<file path="src/rtl/hsct_params.svh">
// Purpose: Constants for the heatseal cycle timer
// Assumes: 100 MHz clk_sys, times in 0.1 s ticks, temperatures in whole degC
// Notes: Settings are clamped to their legal ranges on load
// Functional notes
// - Timer always active, start launches timeout
// - Start released early aborts the timeout
// - Phases run delay, heating, then cooling
// - Manual heat key never starts timeout
// - Only start release or reset aborts
// - Starting delay 0 to 9.9 s, default 0
// - Sealing time 0 to 99.9 s, default 1.0
// - Absolute mode ends below cooling threshold
// - Relative mode ends at percent of target
// - Timed mode ends after programmed time
// - Cooling mode change reinitialises cooling value
// - Threshold min 50 C, capped by max/range
// - Cooling percent 40 to 100, default 40
// - Cooling time 0 to 99.9 s, default 10.0
// - Range 200/300/400/500 C, default 300
// - Coefficient presets or variable, default 1100
// - Variable coefficient 400 to 4000, only if variable
// - Factory restore keeps only the language
// - Countdown and phase indicator, cleared after cooling
// - Relay icon follows relay contact exactly
// - Sealing time starts at heating or 95 percent
`ifndef HSCT_PARAMS_SVH
`define HSCT_PARAMS_SVH
`define HSCT_CLK_HZ          100000000
`define HSCT_TICK_S_DIV      10
`define HSCT_TICK_CYCLES     (`HSCT_CLK_HZ / `HSCT_TICK_S_DIV)
`define HSCT_DELAY_MAX       10'h063
`define HSCT_DELAY_DEF       10'h000
`define HSCT_SEAL_MAX        10'h3e7
`define HSCT_SEAL_DEF        10'h00a
`define HSCT_CTIME_MAX       10'h3e7
`define HSCT_CTIME_DEF       10'h064
`define HSCT_CTEMP_MIN       10'h032
`define HSCT_PCT_MIN         10'h028
`define HSCT_PCT_MAX         10'h064
`define HSCT_PCT_REACH       10'h05f
`define HSCT_PCT_DIV         10'h064
`define HSCT_TC_VAR_MIN      12'h190
`define HSCT_TC_VAR_MAX      12'hfa0
`define HSCT_TC_VAR_DEF      12'h44c
`define HSCT_RANGE_200       10'h0c8
`define HSCT_RANGE_300       10'h12c
`define HSCT_RANGE_400       10'h190
`define HSCT_RANGE_500       10'h1f4
`define HSCT_TC_780          12'h30c
`define HSCT_TC_1100         12'h44c
`define HSCT_TC_1400         12'h578
`define HSCT_TC_1700         12'h6a4
`define HSCT_TC_3500         12'hdac
`endif

</file>
<file path="src/rtl/hsct_pkg.sv">
// Purpose: Types for the heatseal cycle timer
// Assumes: Used with hsct_params.svh
// Notes: Settings travel as one packed struct
package hsct_pkg;
    typedef enum logic [4:0] {
        HSCT_IDLE  = 5'b00001,
        HSCT_DELAY = 5'b00010,
        HSCT_WAIT  = 5'b00100,
        HSCT_HEAT  = 5'b01000,
        HSCT_COOL  = 5'b10000
    } hsct_state_t;
    typedef enum logic [1:0] {
        HSCT_COOL_ABS  = 2'h0,
        HSCT_COOL_REL  = 2'h1,
        HSCT_COOL_TIME = 2'h2
    } hsct_cmode_t;
    typedef enum logic [1:0] {
        HSCT_RNG_200 = 2'h0,
        HSCT_RNG_300 = 2'h1,
        HSCT_RNG_400 = 2'h2,
        HSCT_RNG_500 = 2'h3
    } hsct_range_t;
    typedef enum logic [2:0] {
        HSCT_TC_P780  = 3'h0,
        HSCT_TC_P1100 = 3'h1,
        HSCT_TC_P1400 = 3'h2,
        HSCT_TC_P1700 = 3'h3,
        HSCT_TC_P3500 = 3'h4,
        HSCT_TC_VAR   = 3'h5
    } hsct_tcsel_t;
    typedef struct packed {
        logic [9:0]  start_delay;
        logic [9:0]  seal_time;
        hsct_cmode_t cool_mode;
        logic [9:0]  cool_value;
        hsct_range_t temp_range;
        logic [9:0]  temp_max;
        hsct_tcsel_t tc_sel;
        logic [11:0] tc_var;
        logic        seal_at_temp;
        logic [3:0]  language;
    } hsct_cfg_t;
endpackage

</file>
<file path="src/rtl/hsct_cycle_timer.sv">
// Purpose: Heatseal cycle sequencer and settings store
// Assumes: Temperatures synchronous, whole degC, settings loaded by strobe
// Notes: Manual heat only drives heat request outside a cycle
`timescale 1ns/10ps
`default_nettype none
`include "hsct_params.svh"
module hsct_cycle_timer (
    input  wire logic              clk_sys,
    input  wire logic              reset,
    input  wire logic              start_in,
    input  wire logic              manual_heat_key,
    input  wire logic              cfg_load,
    input  var  hsct_pkg::hsct_cfg_t cfg_in,
    input  wire logic              factory_restore,
    input  wire logic [9:0]        target_temp,
    input  wire logic [9:0]        actual_temp,
    output var  hsct_pkg::hsct_cfg_t cfg_out,
    output logic [11:0]            band_tc,
    output logic                   heat_req,
    output logic                   output_relay,
    output logic                   relay_icon,
    output logic                   ind_heat,
    output logic                   ind_cool,
    output logic                   cycle_done,
    output logic [9:0]             seal_remain
);
    hsct_pkg::hsct_cfg_t   cfg_reg, cfg_next;
    hsct_pkg::hsct_state_t st_reg, st_next;
    logic        start_s_reg, start_s_next, start_d_reg, start_d_next;
    logic [23:0] div_reg, div_next;
    logic [9:0]  cnt_reg, cnt_next;
    logic [9:0]  rem_reg, rem_next;
    logic        done_reg, done_next;
    logic        tick;
    logic        reached;
    logic [9:0]  cap;

    function automatic logic [9:0] clamp10(input logic [9:0] v, input logic [9:0] lo,
                                           input logic [9:0] hi);
        clamp10 = (v < lo) ? lo : ((v > hi) ? hi : v);
    endfunction

    function automatic logic [9:0] range_deg(input hsct_pkg::hsct_range_t r);
        case (r)
            hsct_pkg::HSCT_RNG_200: range_deg = `HSCT_RANGE_200;
            hsct_pkg::HSCT_RNG_400: range_deg = `HSCT_RANGE_400;
            hsct_pkg::HSCT_RNG_500: range_deg = `HSCT_RANGE_500;
            default:                range_deg = `HSCT_RANGE_300;
        endcase
    endfunction

    function automatic logic [9:0] cool_default(input hsct_pkg::hsct_cmode_t m);
        case (m)
            hsct_pkg::HSCT_COOL_REL:  cool_default = `HSCT_PCT_MIN;
            hsct_pkg::HSCT_COOL_TIME: cool_default = `HSCT_CTIME_DEF;
            default:                  cool_default = `HSCT_CTEMP_MIN;
        endcase
    endfunction

    // Actual at or above pct of target
    function automatic logic pct_reached(input logic [9:0] act, input logic [9:0] tgt,
                                         input logic [9:0] pct);
        logic [19:0] lhs;
        logic [19:0] rhs;
        lhs = act * `HSCT_PCT_DIV;
        rhs = tgt * pct;
        pct_reached = (lhs >= rhs);
    endfunction

    function automatic hsct_pkg::hsct_cfg_t cfg_default(input logic [3:0] lang);
        hsct_pkg::hsct_cfg_t c;
        c.start_delay  = `HSCT_DELAY_DEF;
        c.seal_time    = `HSCT_SEAL_DEF;
        c.cool_mode    = hsct_pkg::HSCT_COOL_ABS;
        c.cool_value   = `HSCT_CTEMP_MIN;
        c.temp_range   = hsct_pkg::HSCT_RNG_300;
        c.temp_max     = `HSCT_RANGE_300;
        c.tc_sel       = hsct_pkg::HSCT_TC_P1100;
        c.tc_var       = `HSCT_TC_VAR_DEF;
        c.seal_at_temp = 1'b1;
        c.language     = lang;
        cfg_default = c;
    endfunction

    // Settings store
    always_comb begin
        cfg_next = cfg_reg;
        cap = (cfg_in.temp_max < range_deg(cfg_in.temp_range)) ? cfg_in.temp_max
              : range_deg(cfg_in.temp_range);
        if (factory_restore) begin
            cfg_next = cfg_default(cfg_reg.language);
        end else if (cfg_load) begin
            cfg_next.language     = cfg_in.language;
            cfg_next.seal_at_temp = cfg_in.seal_at_temp;
            cfg_next.temp_range   = cfg_in.temp_range;
            cfg_next.temp_max     = clamp10(cfg_in.temp_max, `HSCT_CTEMP_MIN,
                                            range_deg(cfg_in.temp_range));
            cfg_next.start_delay  = clamp10(cfg_in.start_delay, `HSCT_DELAY_DEF,
                                            `HSCT_DELAY_MAX);
            cfg_next.seal_time    = clamp10(cfg_in.seal_time, `HSCT_DELAY_DEF,
                                            `HSCT_SEAL_MAX);
            cfg_next.tc_sel = (cfg_in.tc_sel > hsct_pkg::HSCT_TC_VAR) ?
                              hsct_pkg::HSCT_TC_P1100 : cfg_in.tc_sel;
            if (cfg_in.tc_sel == hsct_pkg::HSCT_TC_VAR) begin
                cfg_next.tc_var = (cfg_in.tc_var < `HSCT_TC_VAR_MIN) ? `HSCT_TC_VAR_MIN :
                                  ((cfg_in.tc_var > `HSCT_TC_VAR_MAX) ? `HSCT_TC_VAR_MAX :
                                   cfg_in.tc_var);
            end
            cfg_next.cool_mode = (cfg_in.cool_mode == 2'h3) ? hsct_pkg::HSCT_COOL_ABS
                                 : cfg_in.cool_mode;
            if (cfg_next.cool_mode != cfg_reg.cool_mode) begin
                cfg_next.cool_value = cool_default(cfg_next.cool_mode);
            end else begin
                case (cfg_next.cool_mode)
                    hsct_pkg::HSCT_COOL_REL:
                        cfg_next.cool_value = clamp10(cfg_in.cool_value, `HSCT_PCT_MIN,
                                                      `HSCT_PCT_MAX);
                    hsct_pkg::HSCT_COOL_TIME:
                        cfg_next.cool_value = clamp10(cfg_in.cool_value, `HSCT_DELAY_DEF,
                                                      `HSCT_CTIME_MAX);
                    default:
                        cfg_next.cool_value = clamp10(cfg_in.cool_value, `HSCT_CTEMP_MIN,
                                                      cap);
                endcase
            end
        end
    end

    always_ff @(posedge clk_sys) begin
        if (reset) begin
            cfg_reg <= cfg_default(4'h0);
        end else begin
            cfg_reg <= cfg_next;
        end
    end

    always_comb begin
        case (cfg_reg.tc_sel)
            hsct_pkg::HSCT_TC_P780:  band_tc = `HSCT_TC_780;
            hsct_pkg::HSCT_TC_P1400: band_tc = `HSCT_TC_1400;
            hsct_pkg::HSCT_TC_P1700: band_tc = `HSCT_TC_1700;
            hsct_pkg::HSCT_TC_P3500: band_tc = `HSCT_TC_3500;
            hsct_pkg::HSCT_TC_VAR:   band_tc = cfg_reg.tc_var;
            default:                 band_tc = `HSCT_TC_1100;
        endcase
    end
    assign cfg_out = cfg_reg;

    // Sequencer
    assign reached = pct_reached(actual_temp, target_temp, `HSCT_PCT_REACH);
    assign tick = (div_reg == 24'(`HSCT_TICK_CYCLES - 1));

    always_comb begin
        st_next      = st_reg;
        cnt_next     = cnt_reg;
        rem_next     = rem_reg;
        done_next    = 1'b0;
        start_s_next = start_in;
        start_d_next = start_s_reg;
        div_next     = tick ? 24'h000000 : div_reg + 24'h000001;
        if (tick) begin
            cnt_next = cnt_reg + 10'h001;
        end
        case (st_reg)
            hsct_pkg::HSCT_IDLE: begin
                if (start_s_reg && !start_d_reg) begin
                    st_next  = hsct_pkg::HSCT_DELAY;
                    cnt_next = 10'h000;
                    div_next = 24'h000000;
                    rem_next = cfg_reg.seal_time;
                end
            end
            hsct_pkg::HSCT_DELAY: begin
                if (cnt_reg >= cfg_reg.start_delay) begin
                    st_next  = cfg_reg.seal_at_temp ? hsct_pkg::HSCT_WAIT
                               : hsct_pkg::HSCT_HEAT;
                    cnt_next = 10'h000;
                    div_next = 24'h000000;
                end
            end
            hsct_pkg::HSCT_WAIT: begin
                cnt_next = 10'h000;
                div_next = 24'h000000;
                if (reached) begin
                    st_next = hsct_pkg::HSCT_HEAT;
                end
            end
            hsct_pkg::HSCT_HEAT: begin
                rem_next = (cfg_reg.seal_time > cnt_reg) ? cfg_reg.seal_time - cnt_reg
                           : 10'h000;
                if (cnt_reg >= cfg_reg.seal_time) begin
                    st_next  = hsct_pkg::HSCT_COOL;
                    cnt_next = 10'h000;
                    div_next = 24'h000000;
                    rem_next = 10'h000;
                end
            end
            hsct_pkg::HSCT_COOL: begin
                case (cfg_reg.cool_mode)
                    hsct_pkg::HSCT_COOL_REL:
                        done_next = ((20'(actual_temp) * 20'(`HSCT_PCT_DIV)) <=
                                     (20'(target_temp) * 20'(cfg_reg.cool_value)));
                    hsct_pkg::HSCT_COOL_TIME:
                        done_next = (cnt_reg >= cfg_reg.cool_value);
                    default:
                        done_next = (actual_temp < cfg_reg.cool_value);
                endcase
                if (done_next) begin
                    st_next = hsct_pkg::HSCT_IDLE;
                end
            end
            default: st_next = hsct_pkg::HSCT_IDLE;
        endcase
        if (st_reg != hsct_pkg::HSCT_IDLE && !start_s_reg) begin
            st_next   = hsct_pkg::HSCT_IDLE;
            done_next = 1'b0;
            rem_next  = 10'h000;
        end
    end

    always_ff @(posedge clk_sys) begin
        if (reset) begin
            st_reg      <= hsct_pkg::HSCT_IDLE;
            start_s_reg <= 1'b0;
            start_d_reg <= 1'b0;
            div_reg     <= 24'h000000;
            cnt_reg     <= 10'h000;
            rem_reg     <= 10'h000;
            done_reg    <= 1'b0;
        end else begin
            st_reg      <= st_next;
            start_s_reg <= start_s_next;
            start_d_reg <= start_d_next;
            div_reg     <= div_next;
            cnt_reg     <= cnt_next;
            rem_reg     <= rem_next;
            done_reg    <= done_next;
        end
    end

    assign heat_req = (st_reg == hsct_pkg::HSCT_WAIT) || (st_reg == hsct_pkg::HSCT_HEAT)
                      || ((st_reg == hsct_pkg::HSCT_IDLE) && manual_heat_key);
    assign output_relay = (st_reg != hsct_pkg::HSCT_IDLE);
    assign relay_icon   = output_relay;
    assign ind_heat     = (st_reg == hsct_pkg::HSCT_WAIT) || (st_reg == hsct_pkg::HSCT_HEAT);
    assign ind_cool     = (st_reg == hsct_pkg::HSCT_COOL);
    assign cycle_done   = done_reg;
    assign seal_remain  = rem_reg;
endmodule
`default_nettype wire

</file>
<file path="config.mk">
export PLATFORM = sky130hd
export DESIGN_NAME = hsct_cycle_timer
export DESIGN_NICKNAME = d
export VERILOG_FILES = /design/src/rtl/hsct_pkg.sv /design/src/rtl/hsct_cycle_timer.sv
export VERILOG_INCLUDE_DIRS = /design/src /design/src/rtl
export SDC_FILE = /design/constraint.sdc
export NUM_CORES = 1
export LEC_CHECK = 0
export BUFFER_PORTS_ARGS = -buffer_cell sky130_fd_sc_hd__buf_2
export CORE_MARGIN = 2
export CORE_UTILIZATION = 45
export DETAILED_ROUTE_END_ITERATION = 6
export GPL_ROUTABILITY_DRIVEN = 1
export PLACE_DENSITY = 0.66
export SYNTH_ARGS = -nofsm -noshare
export SYNTH_HDL_FRONTEND = slang
export SYNTH_SLANG_ARGS = --single-unit
</file>
<file path="constraint.sdc">
create_clock -name clk_sys -period 12.8 [get_ports clk_sys]
set_clock_uncertainty 0.05 [all_clocks]
set_input_delay 3.84 -clock clk_sys [delete_from_list [all_inputs] [get_ports clk_sys]]
set_output_delay 3.84 -clock clk_sys [all_outputs]
set_load 0.03 [all_outputs]
</file>
Yosys cells after proc, flatten, opt, wreduce, memory -nomap -nowiden

Cells that the tools add are included.

Flip-flop bits (word level): 116
Output and inout bits: 92
Word-level logic and storage cells: 137

Reduce and logical (&&, ||, !) cells: 17
Add/sub/neg operators: 3
Bitwise operators: 2
Multiplexer cells: 47
Eq/ne operators: 25
Multipliers: 3
Order comparisons: 23

Operator list:

| operator              | number |
|---|---|
| $mux 10               | 23 |
| $mux 24               | 4 |
| $pmux 24 s4           | 1 |
| $pmux 12 s5           | 1 |
| $pmux 10 s2           | 2 |
| $pmux 10 s4           | 1 |
| $ge 10x10->1          | 3 |
| $gt 10x10->1          | 3 |
| $lt 10x1->1 const B   | 3 |
| $lt 10x6->1 const B   | 3 |
| $pmux 9 s3            | 1 |
| $mux 5                | 5 |
| $pmux 5 s5            | 1 |
| $add 24x1->24 const B | 1 |
| $eq 24x24->1 const B  | 1 |
| $mux 12               | 2 |
| $gt 10x10->1 const B  | 2 |
| $gt 10x7->1 const B   | 2 |
| $le 17x20->1          | 1 |
| $lt 10x10->1          | 2 |
| $mul 10x10->20        | 1 |
| $ge 17x17->1          | 1 |
| $mul 10x7->17 const B | 1 |
| $mul 10x5->15 const B | 1 |
| other kinds (35)      | 54 |

Longest topological paths before layout

Depth in word-level cells: 9
Gate-level depth with buffers: 30
Gate-level depth less buffers: 28

Least setup slack after synthesis

Ideal clock, no wire load.

Kind: input port to flip-flop
Start point: input target_temp[7]
End point: register st_reg[4]
Arrival: 10.193 ns
Cell stages on the path: 28
Slack: 2.488 ns
Library setup time: 0.070 ns
Path through: clkbuf_1 > nand2_1 > fa_1 > inv_1 > fa_1 > inv_1 > fa_1 > inv_1 > fa_1 > fa_1 > ha_1 > or4_1 > o22a_1 > a21o_1 > a21oi_1 > o21bai_1 > a21oi_1 > xor2_1 > ha_1 > nand2_1 > nor2_1 > nand3_1 > nand2_1 > a2111oi_0 > nand4_1 > or4_1 > a21o_1 > a21oi_1

Word-level cells in the longest chain between the ends: 6
Elaborated cells between the ends (all ways): 9
Classes of those cells: mul (2); order compare (2); eq/ne (2); mux (2); reduce/logical (1)

RTL lines:

| element                      | line                    | source |
|---|---|---|
| start: declaration           | hsct_cycle_timer.sv:15  | `input wire logic [9:0] target_temp,` |
| $mul 10x10->20               | hsct_cycle_timer.sv:202 | `(20'(target_temp) * 20'(cfg_reg.cool_value)));` |
| $le 17x20->1                 | hsct_cycle_timer.sv:201 | `` done_next = ((20'(actual_temp) * 20'(`HSCT_PCT_DIV)) <= `` |
| $pmux 1 s2                   | hsct_cycle_timer.sv:199 | `case (cfg_reg.cool_mode)` |
| $mux 1                       | hsct_cycle_timer.sv:164 | `case (st_reg)` |
| $ne 2x1->1 (no line)         | -                       |  |
| $reduce_and 5->1 (no line) * | -                       |  |
| end signal: assignment       | hsct_cycle_timer.sv:223 | `st_reg <= hsct_pkg::HSCT_IDLE;` |
| end signal: assignment       | hsct_cycle_timer.sv:231 | `st_reg <= st_next;` |
| end: declaration             | hsct_cycle_timer.sv:28  | `hsct_pkg::hsct_state_t st_reg, st_next;` |

Mark *: on every way between the ends. The rest lies on a longest branch, timed or not. The select of a mux whose other input is x is not followed.
A chain may end at the register's enable or synchronous reset.

Worst setup path in the final report

Start point: input target_temp[2]
End point: register st_reg[0]

The elaborated chain is that of the path after synthesis.

==> reports/results.txt <==
H-tree depth: 4
Post-place setup slack: 1807 ps
Max_cap viols: 0
HP Class: reg2reg
Setup TNS Final: 0 ps
Yosys cell types: 70
DR vias: 11730
Gr usage total: 24.82%
Clk buf depth: 2
Initial Util: 45.92%
R2r setup slk: 4910 ps
Initial antenna violation count: 3
Minimum clock period: 10600 ps
Max reg flops: 64
# IOs: 182
Largest net degree at the start of global routing: 41
Most frequent cells in the layout: ha_1 (226), inv_1 (195), nor2_1 (187), buf_2 (181), dfxtp_1 (116)
Root Buffer: clkbuf_16
Total wire length: 37070 µm
CP max FO: 10
Total CTS buffers: 17
Unrepaired setup endpoints after global routing: false
Final ANT Viol Nets: 0
Required @ worst endpoint: 13040 ps
Die area: 30750 µm²
Worst-margin pin slew: 931.7 ps
F_max: 94.33 MHz
Clock tree from TritonCTS: yes
DRT Pass-1 Iters: 5
Cts repair resizes: 0
Vias in the first global route: 11980
Layout area overhead: 13.94%
Leakage: 7.387 nW
Clk sinks: 116
Crit start category: primary input
Status: completed
Placeable Area: 28780 µm²
Synth Instances: 1580
Hold buffers post-CTS: 0
Row Count: 62
Async S/R FF share, synth: 0%
Final slew viol count: 0
P per Cell Area: 131.0 nW/µm²
Worst path arrival time: 10840 ps
Reg2reg end: st_reg[0]
Mapped cell area: 13220 µm²
Routed wire per std cell: 17.30 µm
Share of cells above drive strength 1: 13.37%
Final worst slack: 2199 ps
Hold Crit Endpoint: div_reg[0]
Final hold vios: 0
IO buf count: 181
Worst IR Drop VDD: 0.00008593 V
Setup CP Type: in2reg
Fin nets: 2159
FF-to-FF Start: cfg_out[37]
Seq cells post-synth: 116
Synthesized area per cell: 8.364 µm²
Hold path start: div_reg[0]
CP max stage delay: 640 ps
Commonest non-fill, non-tap cell in the layout: ha_1
Prevailing post-synth register cell: dfxtp_1
Total setup buffers inserted after CTS: 0
Via-per-instance ratio: 5.475
Cell mode on critical path: fa_1
Final setup fails: 0
Die Wd: 175.4 µm
Syn. warnings: 0
CP Capture Type: flip-flop
First-pass GRT wire length: 61110 µm
Worst Hold Path Cells: 1
Total congestion overflow: 0
CTS clk-pin slew, worst paths: 60 ps
Register area share after synthesis: 17.57%
1st-iter DRT viols: 628
Post-DP HPWL: 30210 µm
Syn_nets: 1994
Final GP Congestion: 0.9440
Number of remaining DRC errors: 0
EDFF count, synth: 0
Clock latency at the later pin of the worst-skew pair: 420 ps
Final period util: 82.82%
Reg2reg path depth: 27
Rel. slew slack: 37.07%
Die Y: 175.4 µm
Max stage delay cell, worst path: or4_1
-- layout make-up --
cell class,instances,area (µm²)
fill,2774,13720
clock inverter,15,157.7
sequential,116,2322
clock buffer,17,425.4
antenna,1,2.502
inverter,201,754.5
tap,384,480.5
timing repair buffer,185,935.9
multi-input combinational,1224,9978
-- cell usage after synthesis, drive strengths merged, types with 17 or more instances --
library cell  instances  area (µm²)
ha                  226        2828
inv                 195       732.0
nor2                187       701.9
dfxtp               116        2322
nand2               112       420.4
fa                   98        1962
a21oi                95       479.2
o21ai                71       355.3
xnor2                43       376.6
nor3                 35       175.2
nand3                34       170.2
clkbuf               33       123.9
xor2                 33       289.0
a21o                 28       210.2
and2                 21       131.4
mux2i                19       190.2
nor2b                17       106.4
-- cells by family after synthesis --
group	after synthesis	share of synthesized area, %
AND/OR/NAND/NOR	485	17.04
adder cells (fa/ha/maj)	324	36.24
AO/OA/AOI/OAI	315	15.38
buffers and inverters	240	6.921
flip-flops	116	17.57
XOR/XNOR	76	5.037
multiplexers	23	1.780
other	1	0.02838
-- critical path, delay by kind of cell --
family | cells | cell delay (ps)
buffers and inverters | 4 | 580
adders and majority gates | 7 | 2970
xor gates and xnor gates | 1 | 180
and+or+nand+nor | 8 | 1650
AOI/OAI and AO/OA | 8 | 1620
-- power breakdown --
part / total, W / leakage [nW] / internal, W / switching, W
logic: 0.00112 / 6.16 / 0.000472 / 0.000648
registers: 0.000383 / 0.942 / 0.000371 / 0.0000120
clock network: 0.000470 / 0.288 / 0.000288 / 0.000182
total: 0.00197 / 7.39 / 0.00113 / 0.000842
-- stage by stage --
stage	area (µm²)	total power, W	hold slack, ps	std cells	utilization, %
floorplan	13220	0.001220	367.5	1580	-
global placement	14470	0.001474	380.1	2110	50.28
detailed placement	14470	0.001502	390.6	2110	50.28
CTS	15050	0.001976	399.6	2142	52.31
global route	15060	0.002159	409.2	2143	52.32
finish	15060	0.001972	398.6	2143	52.32
-- worst max-delay path by stage --
stage               slack (ps)  cells past startpoint        end            from
finish                    2200                     28  st_reg[0]  target_temp[2]
floorplan                 2490                     28  st_reg[4]  target_temp[7]
global placement          2000                     28  st_reg[0]  target_temp[7]
global route              1820                     28  st_reg[4]  target_temp[2]
CTS                       2260                     28  st_reg[0]  target_temp[2]
detailed placement        1810                     28  st_reg[0]  target_temp[2]
-- metal layers --
metal | track usage [%] | routed length (µm)
met1 | 31.35 | 16180
met2 | 41.85 | 17130
met3 | 4.654 | 2399
met4 | 9.792 | 1326
met5 | 0 | 27
No activity file was read; power rests on OpenSTA's default activity.
